## src/hw/i2cmsc_pkg.sv

```systemverilog
// Contract
// RL1: a stop sequence begins with the device driving the data line low.
// RL2: once the data line is sampled low, the device releases the clock line to float high.
// RL3: once the released clock line is sampled high, the baud counter loads from the reload register and counts to zero.
// RL4: when the baud counter expires in the stop sequence, the data line is sampled.
// RL5: a data line still low after that expiry is a bus collision.
// RL6: a clock line sampled low after release and before the data line rises is a bus collision.
// RL7: any collision sets the bus collision flag and returns the port to idle.
// RL8: a collision aborts the stop sequence, releases both lines and clears the stop enable bit.
// RL9: data sampled high while clock is high with no collision sets the stop-detected bit.
// RL10: one baud period after stop detection, the stop enable bit clears and the port flag sets.
package i2cmsc_pkg;
   localparam logic [7:0] I2CMSC_OFF_CTRL   = 8'h00;
   localparam logic [7:0] I2CMSC_OFF_BAUD   = 8'h04;
   localparam logic [7:0] I2CMSC_OFF_STATUS = 8'h08;
   localparam logic [7:0] I2CMSC_OFF_IRQ    = 8'h0c;
   localparam logic [7:0] I2CMSC_OFF_MASK   = 8'h10;
   localparam int         I2CMSC_CTRL_STOP  = 0;
   localparam int         I2CMSC_STAT_STOP  = 0;
   localparam int         I2CMSC_STAT_BUSY  = 1;
   localparam int         I2CMSC_IRQ_PORT   = 0;
   localparam int         I2CMSC_IRQ_BCOL   = 1;
   localparam logic [7:0] I2CMSC_BAUD_RST   = 8'h09;
   localparam logic [1:0] I2CMSC_MASK_RST   = 2'h0;
   localparam logic [1:0] I2CMSC_RESP_OKAY  = 2'h0;
   localparam logic [1:0] I2CMSC_RESP_SLV   = 2'h2;
   typedef enum logic [2:0] {
      I2CMSC_IDLE, I2CMSC_SDA_LOW, I2CMSC_SCL_REL, I2CMSC_COUNT, I2CMSC_SDA_REL, I2CMSC_TAIL
   } i2cmsc_state_t;
endpackage : i2cmsc_pkg

```

## src/hw/i2cmsc_top.sv

```systemverilog
// Register access over AXI4-Lite and the address map are this design's own decisions.
`timescale 1ns/1ps
module i2cmsc_top
   import i2cmsc_pkg::*;
(
   // clock and reset
   input  wire logic        mclk_i,
   input  wire logic        rst_n_i,
   // axi4-lite write
   input  wire logic [7:0]  s_axi_awaddr_i,
   input  wire logic        s_axi_awvalid_i,
   output logic             s_axi_awready_o,
   input  wire logic [31:0] s_axi_wdata_i,
   input  wire logic [3:0]  s_axi_wstrb_i,
   input  wire logic        s_axi_wvalid_i,
   output logic             s_axi_wready_o,
   output logic [1:0]       s_axi_bresp_o,
   output logic             s_axi_bvalid_o,
   input  wire logic        s_axi_bready_i,
   // axi4-lite read
   input  wire logic [7:0]  s_axi_araddr_i,
   input  wire logic        s_axi_arvalid_i,
   output logic             s_axi_arready_o,
   output logic [31:0]      s_axi_rdata_o,
   output logic [1:0]       s_axi_rresp_o,
   output logic             s_axi_rvalid_o,
   input  wire logic        s_axi_rready_i,
   // bus lines, enable low drives low
   input  wire logic        serial_data_line_i,
   output logic             serial_data_line_o,
   output logic             serial_data_line_oe_n_o,
   input  wire logic        serial_clock_line_i,
   output logic             serial_clock_line_o,
   output logic             serial_clock_line_oe_n_o,
   // interrupt
   output logic             irq_o
);
   i2cmsc_state_t state_reg;
   logic [2:0]    sda_sync_reg;
   logic [2:0]    scl_sync_reg;
   logic          sda_reg;
   logic          scl_reg;
   logic [7:0]    baud_reload_reg;
   logic [7:0]    baud_counter_reg;
   logic          stop_sequence_enable_reg;
   logic          stop_detected_reg;
   logic [1:0]    irq_status_reg;
   logic [1:0]    irq_mask_reg;
   logic          drive_sda_low_reg;
   logic          drive_scl_low_reg;
   logic          baud_expired;
   logic          collision;
   logic          stop_seen;
   logic          tail_done;
   logic          aw_held_reg;
   logic          w_held_reg;
   logic [7:0]    awaddr_reg;
   logic [31:0]   wdata_reg;
   logic [3:0]    wstrb_reg;
   logic          wr_fire;
   logic          stop_start;

   // 3-stage sync; a level counts only when stages 2 and 3 agree
   always_ff @(posedge mclk_i or negedge rst_n_i) begin
      if (!rst_n_i) begin
         sda_sync_reg <= 3'h7;
         scl_sync_reg <= 3'h7;
         sda_reg      <= 1'b1;
         scl_reg      <= 1'b1;
      end else begin
         sda_sync_reg <= {sda_sync_reg[1:0], serial_data_line_i};
         scl_sync_reg <= {scl_sync_reg[1:0], serial_clock_line_i};
         if (sda_sync_reg[1] == sda_sync_reg[2]) begin
            sda_reg <= sda_sync_reg[2];
         end
         if (scl_sync_reg[1] == scl_sync_reg[2]) begin
            scl_reg <= scl_sync_reg[2];
         end
      end
   end

   assign baud_expired = (baud_counter_reg == 8'h00);
   // collision cases, checked only where each one applies
   // limitation: a reload below 4 samples the data line before the sync has caught up
   assign collision = ((state_reg == I2CMSC_SDA_REL) && baud_expired && !sda_reg)    // [RL5]
                    || ((state_reg == I2CMSC_COUNT) && !scl_reg)                    // [RL6]
                    || ((state_reg == I2CMSC_SDA_REL) && !baud_expired && !scl_reg
                        && !sda_reg);                                               // [RL6]
   assign stop_seen = (state_reg == I2CMSC_SDA_REL) && baud_expired && sda_reg && scl_reg;
   assign tail_done = (state_reg == I2CMSC_TAIL) && baud_expired;

   // stop sequencer
   always_ff @(posedge mclk_i or negedge rst_n_i) begin
      if (!rst_n_i) begin
         state_reg         <= I2CMSC_IDLE;
         baud_counter_reg  <= 8'h00;
         drive_sda_low_reg <= 1'b0;
         drive_scl_low_reg <= 1'b0;
      end else if (collision) begin
         state_reg         <= I2CMSC_IDLE; // [RL7]
         drive_sda_low_reg <= 1'b0;        // [RL8]
         drive_scl_low_reg <= 1'b0;        // [RL8]
      end else begin
         if (!baud_expired) begin
            baud_counter_reg <= baud_counter_reg - 8'h01;
         end
         case (state_reg)
            I2CMSC_IDLE: begin
               if (stop_start) begin
                  drive_sda_low_reg <= 1'b1; // [RL1]
                  drive_scl_low_reg <= 1'b1;
                  state_reg         <= I2CMSC_SDA_LOW;
               end
            end
            I2CMSC_SDA_LOW: begin
               if (!sda_reg) begin
                  drive_scl_low_reg <= 1'b0; // [RL2]
                  state_reg         <= I2CMSC_SCL_REL;
               end
            end
            I2CMSC_SCL_REL: begin
               // stretching: wait as long as others hold the clock low
               if (scl_reg) begin
                  baud_counter_reg <= baud_reload_reg; // [RL3]
                  state_reg        <= I2CMSC_COUNT;
               end
            end
            I2CMSC_COUNT: begin
               if (baud_expired) begin
                  drive_sda_low_reg <= 1'b0;
                  baud_counter_reg  <= baud_reload_reg;
                  state_reg         <= I2CMSC_SDA_REL;
               end
            end
            I2CMSC_SDA_REL: begin
               if (stop_seen) begin // [RL4]
                  baud_counter_reg <= baud_reload_reg;
                  state_reg        <= I2CMSC_TAIL;
               end
            end
            I2CMSC_TAIL: begin
               if (baud_expired) begin
                  state_reg <= I2CMSC_IDLE;
               end
            end
            default: state_reg <= I2CMSC_IDLE;
         endcase
      end
   end

   assign serial_data_line_o       = 1'b0;
   assign serial_clock_line_o      = 1'b0;
   assign serial_data_line_oe_n_o  = !drive_sda_low_reg;
   assign serial_clock_line_oe_n_o = !drive_scl_low_reg;

   // axi write: address and data latched in either order
   assign s_axi_awready_o = !aw_held_reg && !s_axi_bvalid_o;
   assign s_axi_wready_o  = !w_held_reg && !s_axi_bvalid_o;
   assign wr_fire         = aw_held_reg && w_held_reg && !s_axi_bvalid_o;
   assign stop_start      = (state_reg == I2CMSC_IDLE) && stop_sequence_enable_reg;

   always_ff @(posedge mclk_i or negedge rst_n_i) begin
      if (!rst_n_i) begin
         aw_held_reg    <= 1'b0;
         w_held_reg     <= 1'b0;
         awaddr_reg     <= 8'h00;
         wdata_reg      <= 32'h0000_0000;
         wstrb_reg      <= 4'h0;
         s_axi_bvalid_o <= 1'b0;
         s_axi_bresp_o  <= I2CMSC_RESP_OKAY;
      end else begin
         if (s_axi_awvalid_i && s_axi_awready_o) begin
            aw_held_reg <= 1'b1;
            awaddr_reg  <= s_axi_awaddr_i;
         end
         if (s_axi_wvalid_i && s_axi_wready_o) begin
            w_held_reg <= 1'b1;
            wdata_reg  <= s_axi_wdata_i;
            wstrb_reg  <= s_axi_wstrb_i;
         end
         if (wr_fire) begin
            aw_held_reg    <= 1'b0;
            w_held_reg     <= 1'b0;
            s_axi_bvalid_o <= 1'b1;
            case (awaddr_reg)
               I2CMSC_OFF_CTRL, I2CMSC_OFF_BAUD, I2CMSC_OFF_STATUS,
               I2CMSC_OFF_IRQ, I2CMSC_OFF_MASK: s_axi_bresp_o <= I2CMSC_RESP_OKAY;
               default: s_axi_bresp_o <= I2CMSC_RESP_SLV;
            endcase
         end else if (s_axi_bvalid_o && s_axi_bready_i) begin
            s_axi_bvalid_o <= 1'b0;
         end
      end
   end

   // software registers; the stop enable bit is cleared by hardware only
   always_ff @(posedge mclk_i or negedge rst_n_i) begin
      if (!rst_n_i) begin
         baud_reload_reg          <= I2CMSC_BAUD_RST;
         irq_mask_reg             <= I2CMSC_MASK_RST;
         stop_sequence_enable_reg <= 1'b0;
      end else begin
         if (wr_fire && wstrb_reg[0]) begin
            if (awaddr_reg == I2CMSC_OFF_BAUD) begin
               baud_reload_reg <= wdata_reg[7:0];
            end
            if (awaddr_reg == I2CMSC_OFF_MASK) begin
               irq_mask_reg <= wdata_reg[1:0];
            end
         end
         if (collision || tail_done) begin
            stop_sequence_enable_reg <= 1'b0; // [RL8] [RL10]
         end else if (wr_fire && wstrb_reg[0] && awaddr_reg == I2CMSC_OFF_CTRL
                      && wdata_reg[I2CMSC_CTRL_STOP]) begin
            stop_sequence_enable_reg <= 1'b1;
         end
      end
   end

   // sticky flags; interrupt flags are write one to clear, stop-detected clears when the next stop starts; a set in the same cycle wins
   always_ff @(posedge mclk_i or negedge rst_n_i) begin
      if (!rst_n_i) begin
         irq_status_reg    <= 2'h0;
         stop_detected_reg <= 1'b0;
      end else begin
         for (int i = 0; i < 2; i++) begin
            if (wr_fire && wstrb_reg[0] && awaddr_reg == I2CMSC_OFF_IRQ && wdata_reg[i]) begin
               irq_status_reg[i] <= 1'b0;
            end
         end
         if (collision) begin
            irq_status_reg[I2CMSC_IRQ_BCOL] <= 1'b1; // [RL7]
         end
         if (tail_done) begin
            irq_status_reg[I2CMSC_IRQ_PORT] <= 1'b1; // [RL10]
         end
         if (stop_seen && !collision) begin
            stop_detected_reg <= 1'b1; // [RL9]
         end else if (stop_start) begin
            stop_detected_reg <= 1'b0;
         end
      end
   end

   assign irq_o = |(irq_status_reg & irq_mask_reg);

   // axi read
   assign s_axi_arready_o = !s_axi_rvalid_o;

   always_ff @(posedge mclk_i or negedge rst_n_i) begin
      if (!rst_n_i) begin
         s_axi_rvalid_o <= 1'b0;
         s_axi_rdata_o  <= 32'h0000_0000;
         s_axi_rresp_o  <= I2CMSC_RESP_OKAY;
      end else if (s_axi_arvalid_i && s_axi_arready_o) begin
         s_axi_rvalid_o <= 1'b1;
         s_axi_rresp_o  <= I2CMSC_RESP_OKAY;
         case (s_axi_araddr_i)
            I2CMSC_OFF_CTRL:   s_axi_rdata_o <= {31'h0, stop_sequence_enable_reg};
            I2CMSC_OFF_BAUD:   s_axi_rdata_o <= {24'h0, baud_reload_reg};
            I2CMSC_OFF_STATUS: s_axi_rdata_o <= {30'h0, state_reg != I2CMSC_IDLE,
                                                 stop_detected_reg};
            I2CMSC_OFF_IRQ:    s_axi_rdata_o <= {30'h0, irq_status_reg};
            I2CMSC_OFF_MASK:   s_axi_rdata_o <= {30'h0, irq_mask_reg};
            default: begin
               s_axi_rdata_o <= 32'h0000_0000;
               s_axi_rresp_o <= I2CMSC_RESP_SLV;
            end
         endcase
      end else if (s_axi_rvalid_o && s_axi_rready_i) begin
         s_axi_rvalid_o <= 1'b0;
      end
   end

   // checks
   a_start_drives_sda: assert property (@(posedge mclk_i) disable iff (!rst_n_i) // [RL1]
      stop_start && !collision |=> !serial_data_line_oe_n_o) else $error("stop start no sda");
   a_scl_released: assert property (@(posedge mclk_i) disable iff (!rst_n_i) // [RL2]
      state_reg == I2CMSC_SDA_LOW && !sda_reg |=> serial_clock_line_oe_n_o)
      else $error("scl not released");
   a_baud_loaded: assert property (@(posedge mclk_i) disable iff (!rst_n_i) // [RL3]
      state_reg == I2CMSC_SCL_REL && scl_reg |=> baud_counter_reg == $past(baud_reload_reg))
      else $error("baud not loaded");
   a_sda_low_coll: assert property (@(posedge mclk_i) disable iff (!rst_n_i) // [RL4] [RL5] [RL7]
      state_reg == I2CMSC_SDA_REL && baud_expired && !sda_reg
      |=> irq_status_reg[I2CMSC_IRQ_BCOL] && state_reg == I2CMSC_IDLE)
      else $error("case 1 missed");
   a_scl_low_coll: assert property (@(posedge mclk_i) disable iff (!rst_n_i) // [RL6]
      state_reg == I2CMSC_COUNT && !scl_reg |=> irq_status_reg[I2CMSC_IRQ_BCOL])
      else $error("case 2 missed");
   a_abort_release: assert property (@(posedge mclk_i) disable iff (!rst_n_i) // [RL8]
      collision |=> serial_data_line_oe_n_o && serial_clock_line_oe_n_o
      && !stop_sequence_enable_reg) else $error("abort incomplete");
   a_stop_detect: assert property (@(posedge mclk_i) disable iff (!rst_n_i) // [RL9]
      stop_seen |=> stop_detected_reg && state_reg == I2CMSC_TAIL)
      else $error("stop not detected");
   a_tail_finish: assert property (@(posedge mclk_i) disable iff (!rst_n_i) // [RL10]
      $rose(stop_detected_reg) |-> ##[1:256] irq_status_reg[I2CMSC_IRQ_PORT]
      && !stop_sequence_enable_reg) else $error("tail not done");
   c_clean_stop: cover property (@(posedge mclk_i) disable iff (!rst_n_i) tail_done);
   c_coll_case1: cover property (@(posedge mclk_i) disable iff (!rst_n_i)
      state_reg == I2CMSC_SDA_REL && collision);
   c_coll_case2: cover property (@(posedge mclk_i) disable iff (!rst_n_i)
      state_reg == I2CMSC_COUNT && collision);
endmodule : i2cmsc_top

```

## config.mk

```make
export PLATFORM = sky130hd
export DESIGN_NAME = i2cmsc_top
export DESIGN_NICKNAME = d
export VERILOG_FILES = /design/src/hw/i2cmsc_pkg.sv /design/src/hw/i2cmsc_top.sv
export SDC_FILE = /design/constraint.sdc
export NUM_CORES = 1
export LEC_CHECK = 0
export ABC_AREA = 1
export ABC_CLOCK_PERIOD_IN_PS = 1900
export BUFFER_PORTS_ARGS = -buffer_cell sky130_fd_sc_hd__buf_4
export CAP_MARGIN = 20
export CORE_ASPECT_RATIO = 1.5
export CORE_MARGIN = 2
export CORE_UTILIZATION = 50
export DETAILED_ROUTE_END_ITERATION = 8
export MAX_ROUTING_LAYER = met4
export PLACE_DENSITY = 0.78
export SYNTH_ARGS = -nofsm -noshare
export SYNTH_HDL_FRONTEND = slang
export SYNTH_SLANG_ARGS = --single-unit
export TNS_END_PERCENT = 1
```

## constraint.sdc

```tcl
create_clock -name mclk_i -period 1.9 [get_ports mclk_i]
set_input_delay 0.19 -clock mclk_i [delete_from_list [all_inputs] [get_ports mclk_i]]
set_output_delay 0.19 -clock mclk_i [all_outputs]
set_load 0.1 [all_outputs]
```

Word level (Yosys, flattened, before mapping)
Index checks and enable logic that the tools add are counted.
{"block": "word_totals", "regBits": 92, "inputBits": 61, "out_inout_bits": 46, "elab_cells": 148}
{"block": "classes", "n_addsub": 1, "eq_ne": 21, "n_mux": 39, "bitwise_logic": 1, "n_reduce_logical": 62}
{"cell": "8-bit case mux with 5 select lines", "count": 1}
{"cell": "8-bit by 4-bit equality test with 1-bit output, second input constant", "count": 4}
{"cell": "8-bit 2-to-1 mux", "count": 4}
{"cell": "1-bit logical AND", "count": 26}
{"cell": "8-bit logical NOT", "count": 3}
{"cell": "8-bit case mux with 3 select lines", "count": 1}
{"cell": "1-bit 2-to-1 mux", "count": 21}
{"cell": "3-bit 2-to-1 mux", "count": 7}
{"cell": "3-bit != test, second input constant", "count": 6}
{"cell": "3-bit case mux with 6 select lines", "count": 1}
{"cell": "8-bit by 3-bit equality test with 1-bit output, second input constant", "count": 2}
{"cell": "8-bit by 5-bit equality test with 1-bit output, second input constant", "count": 2}
{"cell": "2-bit nonzero test", "count": 8}
{"cell": "1-bit logical NOT", "count": 10}
{"cell": "5-bit OR reduction", "count": 2}
{"cell": "3-bit nonzero test", "count": 3}
{"cell": "8-bit by 1-bit subtractor with 8-bit output, second input constant", "count": 1}
{"cell": "3-bit by 2-bit equality test with 1-bit output, second input constant", "count": 2}
{"cell": "3-bit equality test, second input constant", "count": 2}
{"cell": "3-bit AND reduction", "count": 2}
{"cell": "6-bit AND reduction", "count": 1}
{"cell": "2-bit 2-to-1 mux", "count": 2}
{"cell": "1-bit case mux with 2 select lines", "count": 2}
{"cell": "2-bit AND reduction", "count": 2}
{"cell": "other kinds (6)", "count": 9}

Logic depth before layout (Yosys ltp)
Gate-level depths: netlist of the first run.
{"block": "logic_depth", "depth_word": 9, "ltp_mapped": 12, "mapped_depth_nobuf": 11}

Least setup slack after synthesis of the first run
No wires, ideal clock.
{"block": "synth_timing", "path_type": "register to register", "from": "register s_axi_bvalid_o", "to": "register wdata_reg[6]", "setup_time_ps": 123, "t_arrival_ps": 3111, "required_time_ps": 1777, "path_slack_ps": -1334, "stages_incl_launch_ff": 6, "n_path_buf": 1, "period_less_slack_ps": 3234, "cell_sequence": "dfrtp_1 nor2_1 nand2_1 buf_2 nor2_1 a21oi_1"}
{"block": "synth_via", "elab_chain_len": 3}
{"item": "start: declaration", "line_no": "i2cmsc_top.sv:18", "rtl": "output logic s_axi_bvalid_o,"}
{"item": "start signal: assignment", "line_no": "i2cmsc_top.sv:169", "rtl": "s_axi_bvalid_o <= 1'b0;"}
{"item": "start signal: assignment", "line_no": "i2cmsc_top.sv:184", "rtl": "s_axi_bvalid_o <= 1'b1;"}
{"item": "start signal: assignment", "line_no": "i2cmsc_top.sv:191", "rtl": "s_axi_bvalid_o <= 1'b0;"}
{"item": "1-bit logical NOT", "line_no": "i2cmsc_top.sv:158", "rtl": "assign s_axi_wready_o = !w_held_reg && !s_axi_bvalid_o;"}
{"item": "1-bit logical AND", "line_no": "i2cmsc_top.sv:158"}
{"item": "net s_axi_wready_o", "line_no": "i2cmsc_top.sv:16", "rtl": "output logic s_axi_wready_o,"}
{"item": "1-bit logical AND", "line_no": "i2cmsc_top.sv:176", "rtl": "if (s_axi_wvalid_i && s_axi_wready_o) begin"}
{"item": "end signal: assignment", "line_no": "i2cmsc_top.sv:178", "rtl": "wdata_reg <= s_axi_wdata_i;"}
{"item": "end: declaration", "line_no": "i2cmsc_top.sv:58", "rtl": "logic [31:0] wdata_reg;"}
The timed path passes the listed nets, and every way through them passes these cells.
A chain may end at the register's enable or synchronous reset.

Final worst setup path of the first run
{"block": "layout_timing", "from": "register baud_counter_reg[0]", "to": "register state_reg[0]"}
{"block": "layout_via", "elab_chain_len": 8, "word_cells_on_any_way": 19, "classes_between": "eq/ne (6); mux (1); reduce/logical (12)"}
{"item": "start: declaration", "line_no": "i2cmsc_top.sv:44", "rtl": "logic [7:0] baud_counter_reg;"}
{"item": "start signal: assignment", "line_no": "i2cmsc_top.sv:105", "rtl": "baud_counter_reg <= baud_counter_reg - 8'h01;"}
{"item": "start signal: assignment", "line_no": "i2cmsc_top.sv:124", "rtl": "baud_counter_reg <= baud_reload_reg;"}
{"item": "start signal: assignment", "line_no": "i2cmsc_top.sv:131", "rtl": "baud_counter_reg <= baud_reload_reg;"}
{"item": "8-bit logical NOT *", "line_no": "i2cmsc_top.sv:82", "rtl": "assign baud_expired = (baud_counter_reg == 8'h00);"}
{"item": "1-bit logical NOT"}
{"item": "1-bit logical AND (2 in a row)", "line_no": "i2cmsc_top.sv:87", "rtl": "|| ((state_reg == I2CMSC_SDA_REL) && !baud_expired && !scl_reg"}
{"item": "1-bit logical AND", "line_no": "i2cmsc_top.sv:88", "rtl": "&& !sda_reg);"}
{"item": "1-bit logical OR", "line_no": "i2cmsc_top.sv:87"}
{"item": "3-bit != test (no source line)"}
{"item": "6-bit AND reduction (no source line)"}
{"item": "end signal: assignment", "line_no": "i2cmsc_top.sv:95", "rtl": "state_reg <= I2CMSC_IDLE;"}
{"item": "end signal: assignment", "line_no": "i2cmsc_top.sv:100", "rtl": "state_reg <= I2CMSC_IDLE;"}
{"item": "end signal: assignment", "line_no": "i2cmsc_top.sv:112", "rtl": "state_reg <= I2CMSC_SDA_LOW;"}
{"item": "end: declaration", "line_no": "i2cmsc_top.sv:38", "rtl": "i2cmsc_state_t state_reg;"}
Mark *: on every way between the ends. The rest lies on a longest branch, timed or not.

==> impl_metrics.toml, run 1 <==
[layout]
fin_nets = 562
layout_cell_area_excl_fill_um2 = 4130
antenna_cells_inserted = 0
multiInputGateArea_um2 = 1500
area_taken_by_flip_flops_and_latches_um2 = 1670
layout-drive-gt1-share = 0.233
most-common-layout-cells = "102 x sky130_fd_sc_hd__nand2_1, 54 x sky130_fd_sc_hd__dfrtp_1, 53 x sky130_fd_sc_hd__buf_4, 51 x sky130_fd_sc_hd__inv_1, 43 x sky130_fd_sc_hd__nor2_1"
fillers = 612
area_growth_pct = 16.9
layout.cells.non_filler = 581
layout_commonest_cell = "sky130_fd_sc_hd__nand2_1"

[min_path]
timing.hold.worst.class = "in -> reg"
worst_hold_path.endpoint = "s_axi_bvalid_o$_DFFE_PN0P_"
min-delay-start = "s_axi_bready_i"
timing.hold.worst_path_depth = 2

[place]
dp_cells = 563
routabilityCongestion = 0.903
hpwl_um = 5550
buffer_ports.inserted = 51
placed_area_um2 = 3920

[route]
detailroute.via_count = 2893
drt_pre_antenna_iters = 4
wl_per_cell_um = 12.5
avgViaCountPerCell = 4.98
initialDrtViolationCount = 174
drc_errors = 0
totalWireLength_um = 7270
residual_antenna_violating_net_count_after_detailed_routing = 0

[logic_synthesis]
synthCells = 438
synth_top_area_share = 0.396
post_synth.cell_area_avg_um2 = 8.07
synth_area_leaders = "sky130_fd_sc_hd__dfrtp_1 40%, sky130_fd_sc_hd__nand2_1 11%, sky130_fd_sc_hd__dfstp_2 7.4%"
netlist_area_um2 = 3530
cell_type_with_the_highest_aggregate_area_in_the_netlist = "sky130_fd_sc_hd__dfrtp_1"
synth_cell_types = 40
yosysSeqAreaShare = 0.471
yosys_register_bits = 66
synthesis.yosys.warnings = 0

[global_route]
grt.overflow.total = 0
total_global_routing_track_utilization = 0.210
initial_antenna_violation_count = 0
grt_first_pass_wirelength_um = 12100
largest_net_degree_at_the_start_of_global_routing = 39
via_count_of_the_first_global_routing_pass = 2833

[power_and_ir_drop]
worst_voltage_drop_across_the_vdd_grid_v = 0.00111
power.static_leakage_nw = 2.18
pwr_density_cell_nw_per_um2 = 1420
design_power_total_w = 0.00589

[clocking]
clk-insertion-delay-late_ns = 0.34
cts_tree = "done"
postCtsSetupRepairBufs = 0
tritoncts.num_buffers = 9
clk_path_buf_depth = 2
postCtsResizedCells = 0
cts_clock_pin_slew_for_the_worst_setup_and_hold_paths_ns = 0.07
root_buffer = "sky130_fd_sc_hd__clkbuf_8"
cts_sinks = 66
number_of_levels_the_h_tree_was_split_into = 3

[setup_path]
crit_path_end_kind = "flip-flop"
critical_path.reg2reg.endpoint = "state_reg[0]$_DFFE_PN0P_"
worst-path-max-fanout = 16
crit_type = "reg -> reg"
timing.critical_path.from_type = "flip-flop"
crit-reg2reg-launch = "baud_counter_reg[0]$_DFFE_PN0N_"
r2r_cells = 11
critPathArrivalTime_ns = 1.98
worst_path_required_ns = 2.14
worst_r2r_setup_slack_ns = 0.15

[sta]
setup_violations = 0
timing.clock.skew_ns = 0.00383
max_slew.worst_pin.slew_ns = 0.536
final_worst_path_cycle_share = 0.919
finalWorstPathRequiredPeriod_ns = 1.75
setup_repair_after_global_routing_missed_its_margin = "no"
final_max_slew_viol_count = 0
worst_hold_slack_ns = 0.0175
hold_violations = 0
max_clk_rate_mhz = 573
slew-limit-headroom = 0.642

[floorplan]
start_util = 0.516
die-height_um = 107
number_of_core_rows = 37
core-area_um2 = 6850
die-width_um = 72.7
ioPinCount = 107
design.die.area_um2 = 7770

[run_status]
outcome = "completed"

[job]
max_cap_viol_count = 0
power breakdown:
| group | internal, W | switching, W |
|---|---|---|
| Clock | 0.000636 | 0.000497 |
| Sequential | 0.00180 | 0.000321 |
| Combinational | 0.000750 | 0.00188 |
how the worst max path moves through the flow:
stage                                     from                            end  slack (ns)  cells past startpoint
2_1_floorplan       s_axi_bvalid_o$_DFFE_PN0P_       wdata_reg[6]$_DFFE_PN0P_       -0.05                      5
3_3_place_gp   baud_counter_reg[0]$_DFFE_PN0N_  drive_sda_low_reg$_DFFE_PN0P_        0.21                     11
3_5_place_dp   baud_counter_reg[0]$_DFFE_PN0N_       state_reg[0]$_DFFE_PN0P_        0.20                     11
4_1_cts        baud_counter_reg[0]$_DFFE_PN0N_  drive_sda_low_reg$_DFFE_PN0P_        0.19                     11
5_1_grt        baud_counter_reg[0]$_DFFE_PN0N_  drive_sda_low_reg$_DFFE_PN0P_        0.04                     11
6_report       baud_counter_reg[0]$_DFFE_PN0N_       state_reg[0]$_DFFE_PN0P_        0.15                     11
layout make-up:
cell class / instances / share of cell area
sequential: 66 / 0.404
multi-input combinational: 306 / 0.363
timing repair buffer: 57 / 0.108
inverter: 59 / 0.0551
clock buffer: 13 / 0.0360
tap: 78 / 0.0236
clock inverter: 2 / 0.00908
synthesized netlist by cell type:
cell type / instances
sky130_fd_sc_hd__a21oi_1: 20
sky130_fd_sc_hd__a22o_1: 1
sky130_fd_sc_hd__a22oi_1: 2
sky130_fd_sc_hd__a2bb2oi_1: 1
sky130_fd_sc_hd__buf_2: 1
sky130_fd_sc_hd__buf_4: 28
sky130_fd_sc_hd__buf_6: 4
sky130_fd_sc_hd__clkbuf_1: 1
sky130_fd_sc_hd__conb_1: 1
sky130_fd_sc_hd__dfrtp_1: 56
sky130_fd_sc_hd__dfstp_2: 10
sky130_fd_sc_hd__ha_1: 2
sky130_fd_sc_hd__inv_1: 52
sky130_fd_sc_hd__inv_2: 6
sky130_fd_sc_hd__inv_4: 1
sky130_fd_sc_hd__maj3_1: 2
sky130_fd_sc_hd__mux2_2: 4
sky130_fd_sc_hd__nand2_1: 103
sky130_fd_sc_hd__nand2_2: 8
sky130_fd_sc_hd__nand2_4: 1
sky130_fd_sc_hd__nand3_1: 34
sky130_fd_sc_hd__nand3_2: 2
sky130_fd_sc_hd__nand3b_1: 1
sky130_fd_sc_hd__nand4_1: 4
sky130_fd_sc_hd__nand4_4: 1
sky130_fd_sc_hd__nor2_1: 45
sky130_fd_sc_hd__nor2_2: 4
sky130_fd_sc_hd__nor2_4: 2
sky130_fd_sc_hd__nor3_1: 1
sky130_fd_sc_hd__nor3_2: 2
sky130_fd_sc_hd__nor3_4: 1
sky130_fd_sc_hd__nor4_1: 1
sky130_fd_sc_hd__o21a_1: 2
sky130_fd_sc_hd__o21ai_0: 22
sky130_fd_sc_hd__o21ai_1: 6
sky130_fd_sc_hd__o21ai_2: 2
sky130_fd_sc_hd__o22ai_1: 1
sky130_fd_sc_hd__or2_1: 1
sky130_fd_sc_hd__or2_2: 1
sky130_fd_sc_hd__xor2_1: 1
stage by stage:
| stage | setup TNS, ns | setup slack, ns | utilization |
|---|---|---|---|
| 2_1_floorplan | -0.297 | -0.0517 | - |
| 3_3_place_gp | 0 | 0.206 | 0.572 |
| 3_5_place_dp | 0 | 0.204 | 0.572 |
| 4_1_cts | 0 | 0.188 | 0.603 |
| 5_1_grt | 0 | 0.0447 | 0.603 |
| 6_report | 0 | 0.154 | 0.603 |
cell families (layout without fill, tap and decap cells):
| family | after synthesis | after routing | share of synthesized area |
|---|---|---|---|
| and+or+nand+nor | 212 | 212 | 0.274 |
| buffers and inverters | 93 | 131 | 0.138 |
| DFF | 66 | 66 | 0.471 |
| AOI/OAI and AO/OA | 57 | 57 | 0.0881 |
| adders and majority gates | 4 | 4 | 0.0127 |
| muxes | 4 | 4 | 0.0127 |
| other | 1 | 28 | 0.00106 |
| xor gates and xnor gates | 1 | 1 | 0.00248 |
what timing repair did:
action	CTS	global route
hold buffers	3	0
endpoints found under the setup margin	0	0
hold endpoints to repair	30	0
routing by layer:
layer | global-route usage | vias up | wire length, um
met2 | 0.355 | 65 | 3960
met4 | 0.131 | 0 | 281
li1 | - | 1454 | -
met3 | 0.0348 | 23 | 218
met1 | 0.223 | 1351 | 2800
met5 | - | - | 0
critical path, stage by stage (launching register included):
cell	delay [ns]
sky130_fd_sc_hd__dfrtp_1	0.39
sky130_fd_sc_hd__inv_1	0.13
sky130_fd_sc_hd__ha_1	0.18
sky130_fd_sc_hd__inv_1	0.05
sky130_fd_sc_hd__nor2_1	0.15
sky130_fd_sc_hd__nand2_2	0.09
sky130_fd_sc_hd__nand2_1	0.10
sky130_fd_sc_hd__nand2_4	0.15
sky130_fd_sc_hd__nand2_1	0.11
sky130_fd_sc_hd__nand3b_1	0.13
sky130_fd_sc_hd__nand2_1	0.10
sky130_fd_sc_hd__nand2_1	0.06
(Power assumes the default switching activity.)
==> inputs of run 2 (changes only) <==
--- a/config.mk
+++ b/config.mk
@@ -13,8 +13,7 @@
 export CORE_MARGIN = 2
 export CORE_UTILIZATION = 50
 export DETAILED_ROUTE_END_ITERATION = 8
-export MAX_ROUTING_LAYER = met4
-export PLACE_DENSITY = 0.78
+export PLACE_DENSITY_LB_ADDON = 0.08
 export SYNTH_ARGS = -nofsm -noshare
 export SYNTH_HDL_FRONTEND = slang
 export SYNTH_SLANG_ARGS = --single-unit
==> run 2 against run 1 <==
  * Clock power increased by 39%
  * Global-route usage decreased by 0.35 points
  * Sequential cell count unchanged
  * First-iteration DRC count decreased by 39%
  * Combinational power about the same
  * Design area increased by 3.1%
  * Clock-buffer cell count decreased by 2
==> impl_metrics.toml, run 2 (same netlist as run 1, synthesis figures left out) <==
[route]
maxUsedRoutingLayer = "met4"
residual_antenna_violating_net_count_after_detailed_routing = 0
m1WireLength_um = 2930
drc_errors = 0
avgViaCountPerCell = 4.85
initialDrtViolationCount = 107
met2_wirelength_um = 4010
drt_pre_antenna_iters = 4
wl_per_cell_um = 12.4
route.met3.wl_um = 289
totalWireLength_um = 7300
detailroute.via_count = 2852

[sta]
max_slew.worst_pin.slew_ns = 0.568
slew-limit-headroom = 0.622
setup_repair_after_global_routing_missed_its_margin = "no"
final_worst_path_cycle_share = 0.912
finalWorstPathRequiredPeriod_ns = 1.73
max_clk_rate_mhz = 577
timing.clock.skew_ns = 0.00794
worst_hold_slack_ns = 0.0211
setup_ws_ns = 0.167
final_max_slew_viol_count = 0
hold_violations = 0
setup_violations = 0

[power_and_ir_drop]
pwr_density_cell_nw_per_um2 = 1490
worst_voltage_drop_across_the_vdd_grid_v = 0.00102
power.static_leakage_nw = 2.25

[place]
dp_cells = 564
buffer_ports.inserted = 51
routabilityCongestion = 0.784
detailedPlace.worstSlack_ns = 0.138
hpwl_um = 5450

[global_route]
grt.overflow.total = 0
via_count_of_the_first_global_routing_pass = 2820
largest_net_degree_at_the_start_of_global_routing = 46
grt_first_pass_wirelength_um = 12300
initial_antenna_violation_count = 0
total_global_routing_track_utilization = 0.206

[setup_path]
r2r_cells = 11
worst_path_required_ns = 2.18
critPathArrivalTime_ns = 2.01
timing.critical_path.from_type = "flip-flop"
worst-path-max-fanout = 8
crit_type = "reg -> reg"
crit_path_end_kind = "flip-flop"

[floorplan]
ioPinCount = 107
die-height_um = 107
core-area_um2 = 6850
die-width_um = 72.7
design.die.area_um2 = 7770
number_of_core_rows = 37
start_util = 0.516

[clocking]
postCtsResizedCells = 0
cts_sinks = 66
root_buffer = "sky130_fd_sc_hd__clkbuf_8"
tritoncts.num_buffers = 9
clk-insertion-delay-late_ns = 0.35
cts_clock_pin_slew_for_the_worst_setup_and_hold_paths_ns = 0.07
number_of_levels_the_h_tree_was_split_into = 3
clk_path_buf_depth = 2
cts_tree = "done"

[layout]
fin_nets = 568
antenna_cells_inserted = 0
fillers = 626
layout_commonest_cell = "sky130_fd_sc_hd__nand2_1"
layout-drive-gt1-share = 0.245
layout.cells.non_filler = 588
most-common-layout-cells = "102 x sky130_fd_sc_hd__nand2_1, 58 x sky130_fd_sc_hd__buf_4, 54 x sky130_fd_sc_hd__dfrtp_1, 51 x sky130_fd_sc_hd__inv_1, 43 x sky130_fd_sc_hd__nor2_1"
area_growth_pct = 20.5

[job]
max_cap_viol_count = 0

[min_path]
timing.hold.worst.class = "in -> reg"
timing.hold.worst_path_depth = 2

[run_status]
outcome = "completed"
[run 2: cell count changes in the layout (fill, tap and decap cells not counted), sizes merged]
| cell | previous run | this run |
|---|---|---|
| bufinv | 1 | 4 |
| dlygate4sd3 | 3 | 4 |
| clkinvlp | 2 | 1 |
| clkbuf | 13 | 11 |
| buf | 54 | 59 |
| clkinv | 0 | 1 |
[run 2: through the flow]
step                      power (W)  utilization  area (um^2)  setup TNS [ns]
after detailed placement    0.00475        0.573         3920               0
after global placement      0.00469        0.573         3920               0
after CTS                   0.00637        0.617         4230               0
final                       0.00633        0.622         4260               0
after global routing        0.00678        0.622         4260               0
after floorplan             0.00429            -         3660          -0.297
[run 2: worst paths after layout]
path                                                   endpoint                            start  slack, ns
worst max register to register  baud_counter_reg[0]$_DFFE_PN0N_  baud_counter_reg[1]$_DFFE_PN0N_       0.17
worst min register to register        scl_sync_reg[1]$_DFF_PN1_        scl_sync_reg[0]$_DFF_PN1_       0.36
max in group asynchronous                   scl_reg$_DFFE_PN1N_                          rst_n_i       0.93
worst min-delay path                 s_axi_rvalid_o$_DFFE_PN0P_                   s_axi_rready_i       0.02
min in group asynchronous       baud_counter_reg[3]$_DFFE_PN0N_                          rst_n_i       0.37
worst max-delay path            baud_counter_reg[0]$_DFFE_PN0N_  baud_counter_reg[1]$_DFFE_PN0N_       0.17
[run 2: area by class of cell]
cell class	count	area [um^2]	area share
Sequential cell	66	1670	0.392
Clock inverter	5	125	0.0294
Multi-Input combinational cell	306	1500	0.352
Tap cell	78	97.6	0.0229
Timing Repair Buffer	63	495	0.116
Inverter	59	228	0.0535
Clock buffer	11	141	0.0332
[run 2: critical path, stage by stage, from the launching register on]
cell                      delay, ns
sky130_fd_sc_hd__dfrtp_1       0.40
sky130_fd_sc_hd__inv_1         0.11
sky130_fd_sc_hd__ha_1          0.18
sky130_fd_sc_hd__inv_1         0.04
sky130_fd_sc_hd__nor2_1        0.17
sky130_fd_sc_hd__nand2_2       0.13
sky130_fd_sc_hd__nand2_1       0.12
sky130_fd_sc_hd__nand2_4       0.10
sky130_fd_sc_hd__buf_4         0.18
sky130_fd_sc_hd__nand2_1       0.07
sky130_fd_sc_hd__a21oi_1       0.04
sky130_fd_sc_hd__a21oi_1       0.12
[run 2: what timing repair did]
action / 4_1_cts / 5_1_grt
buffers inserted: 0 / 4
setup endpoints to repair: 0 / 4
hold endpoints to repair: 45 / 0
hold buffers: 4 / 0
[run 2: where the power goes]
part           internal [W]  switching, W
sequential          0.00180      0.000315
combinational      0.000782       0.00186
clock               0.00104      0.000536
[run 2: per-layer routing]
metal  vias to the layer above  GRT usage
li1                       1463          -
met5                         -          0
met2                        60      0.361
met3                         7     0.0592
met1                      1322      0.230
met4                         0     0.0833
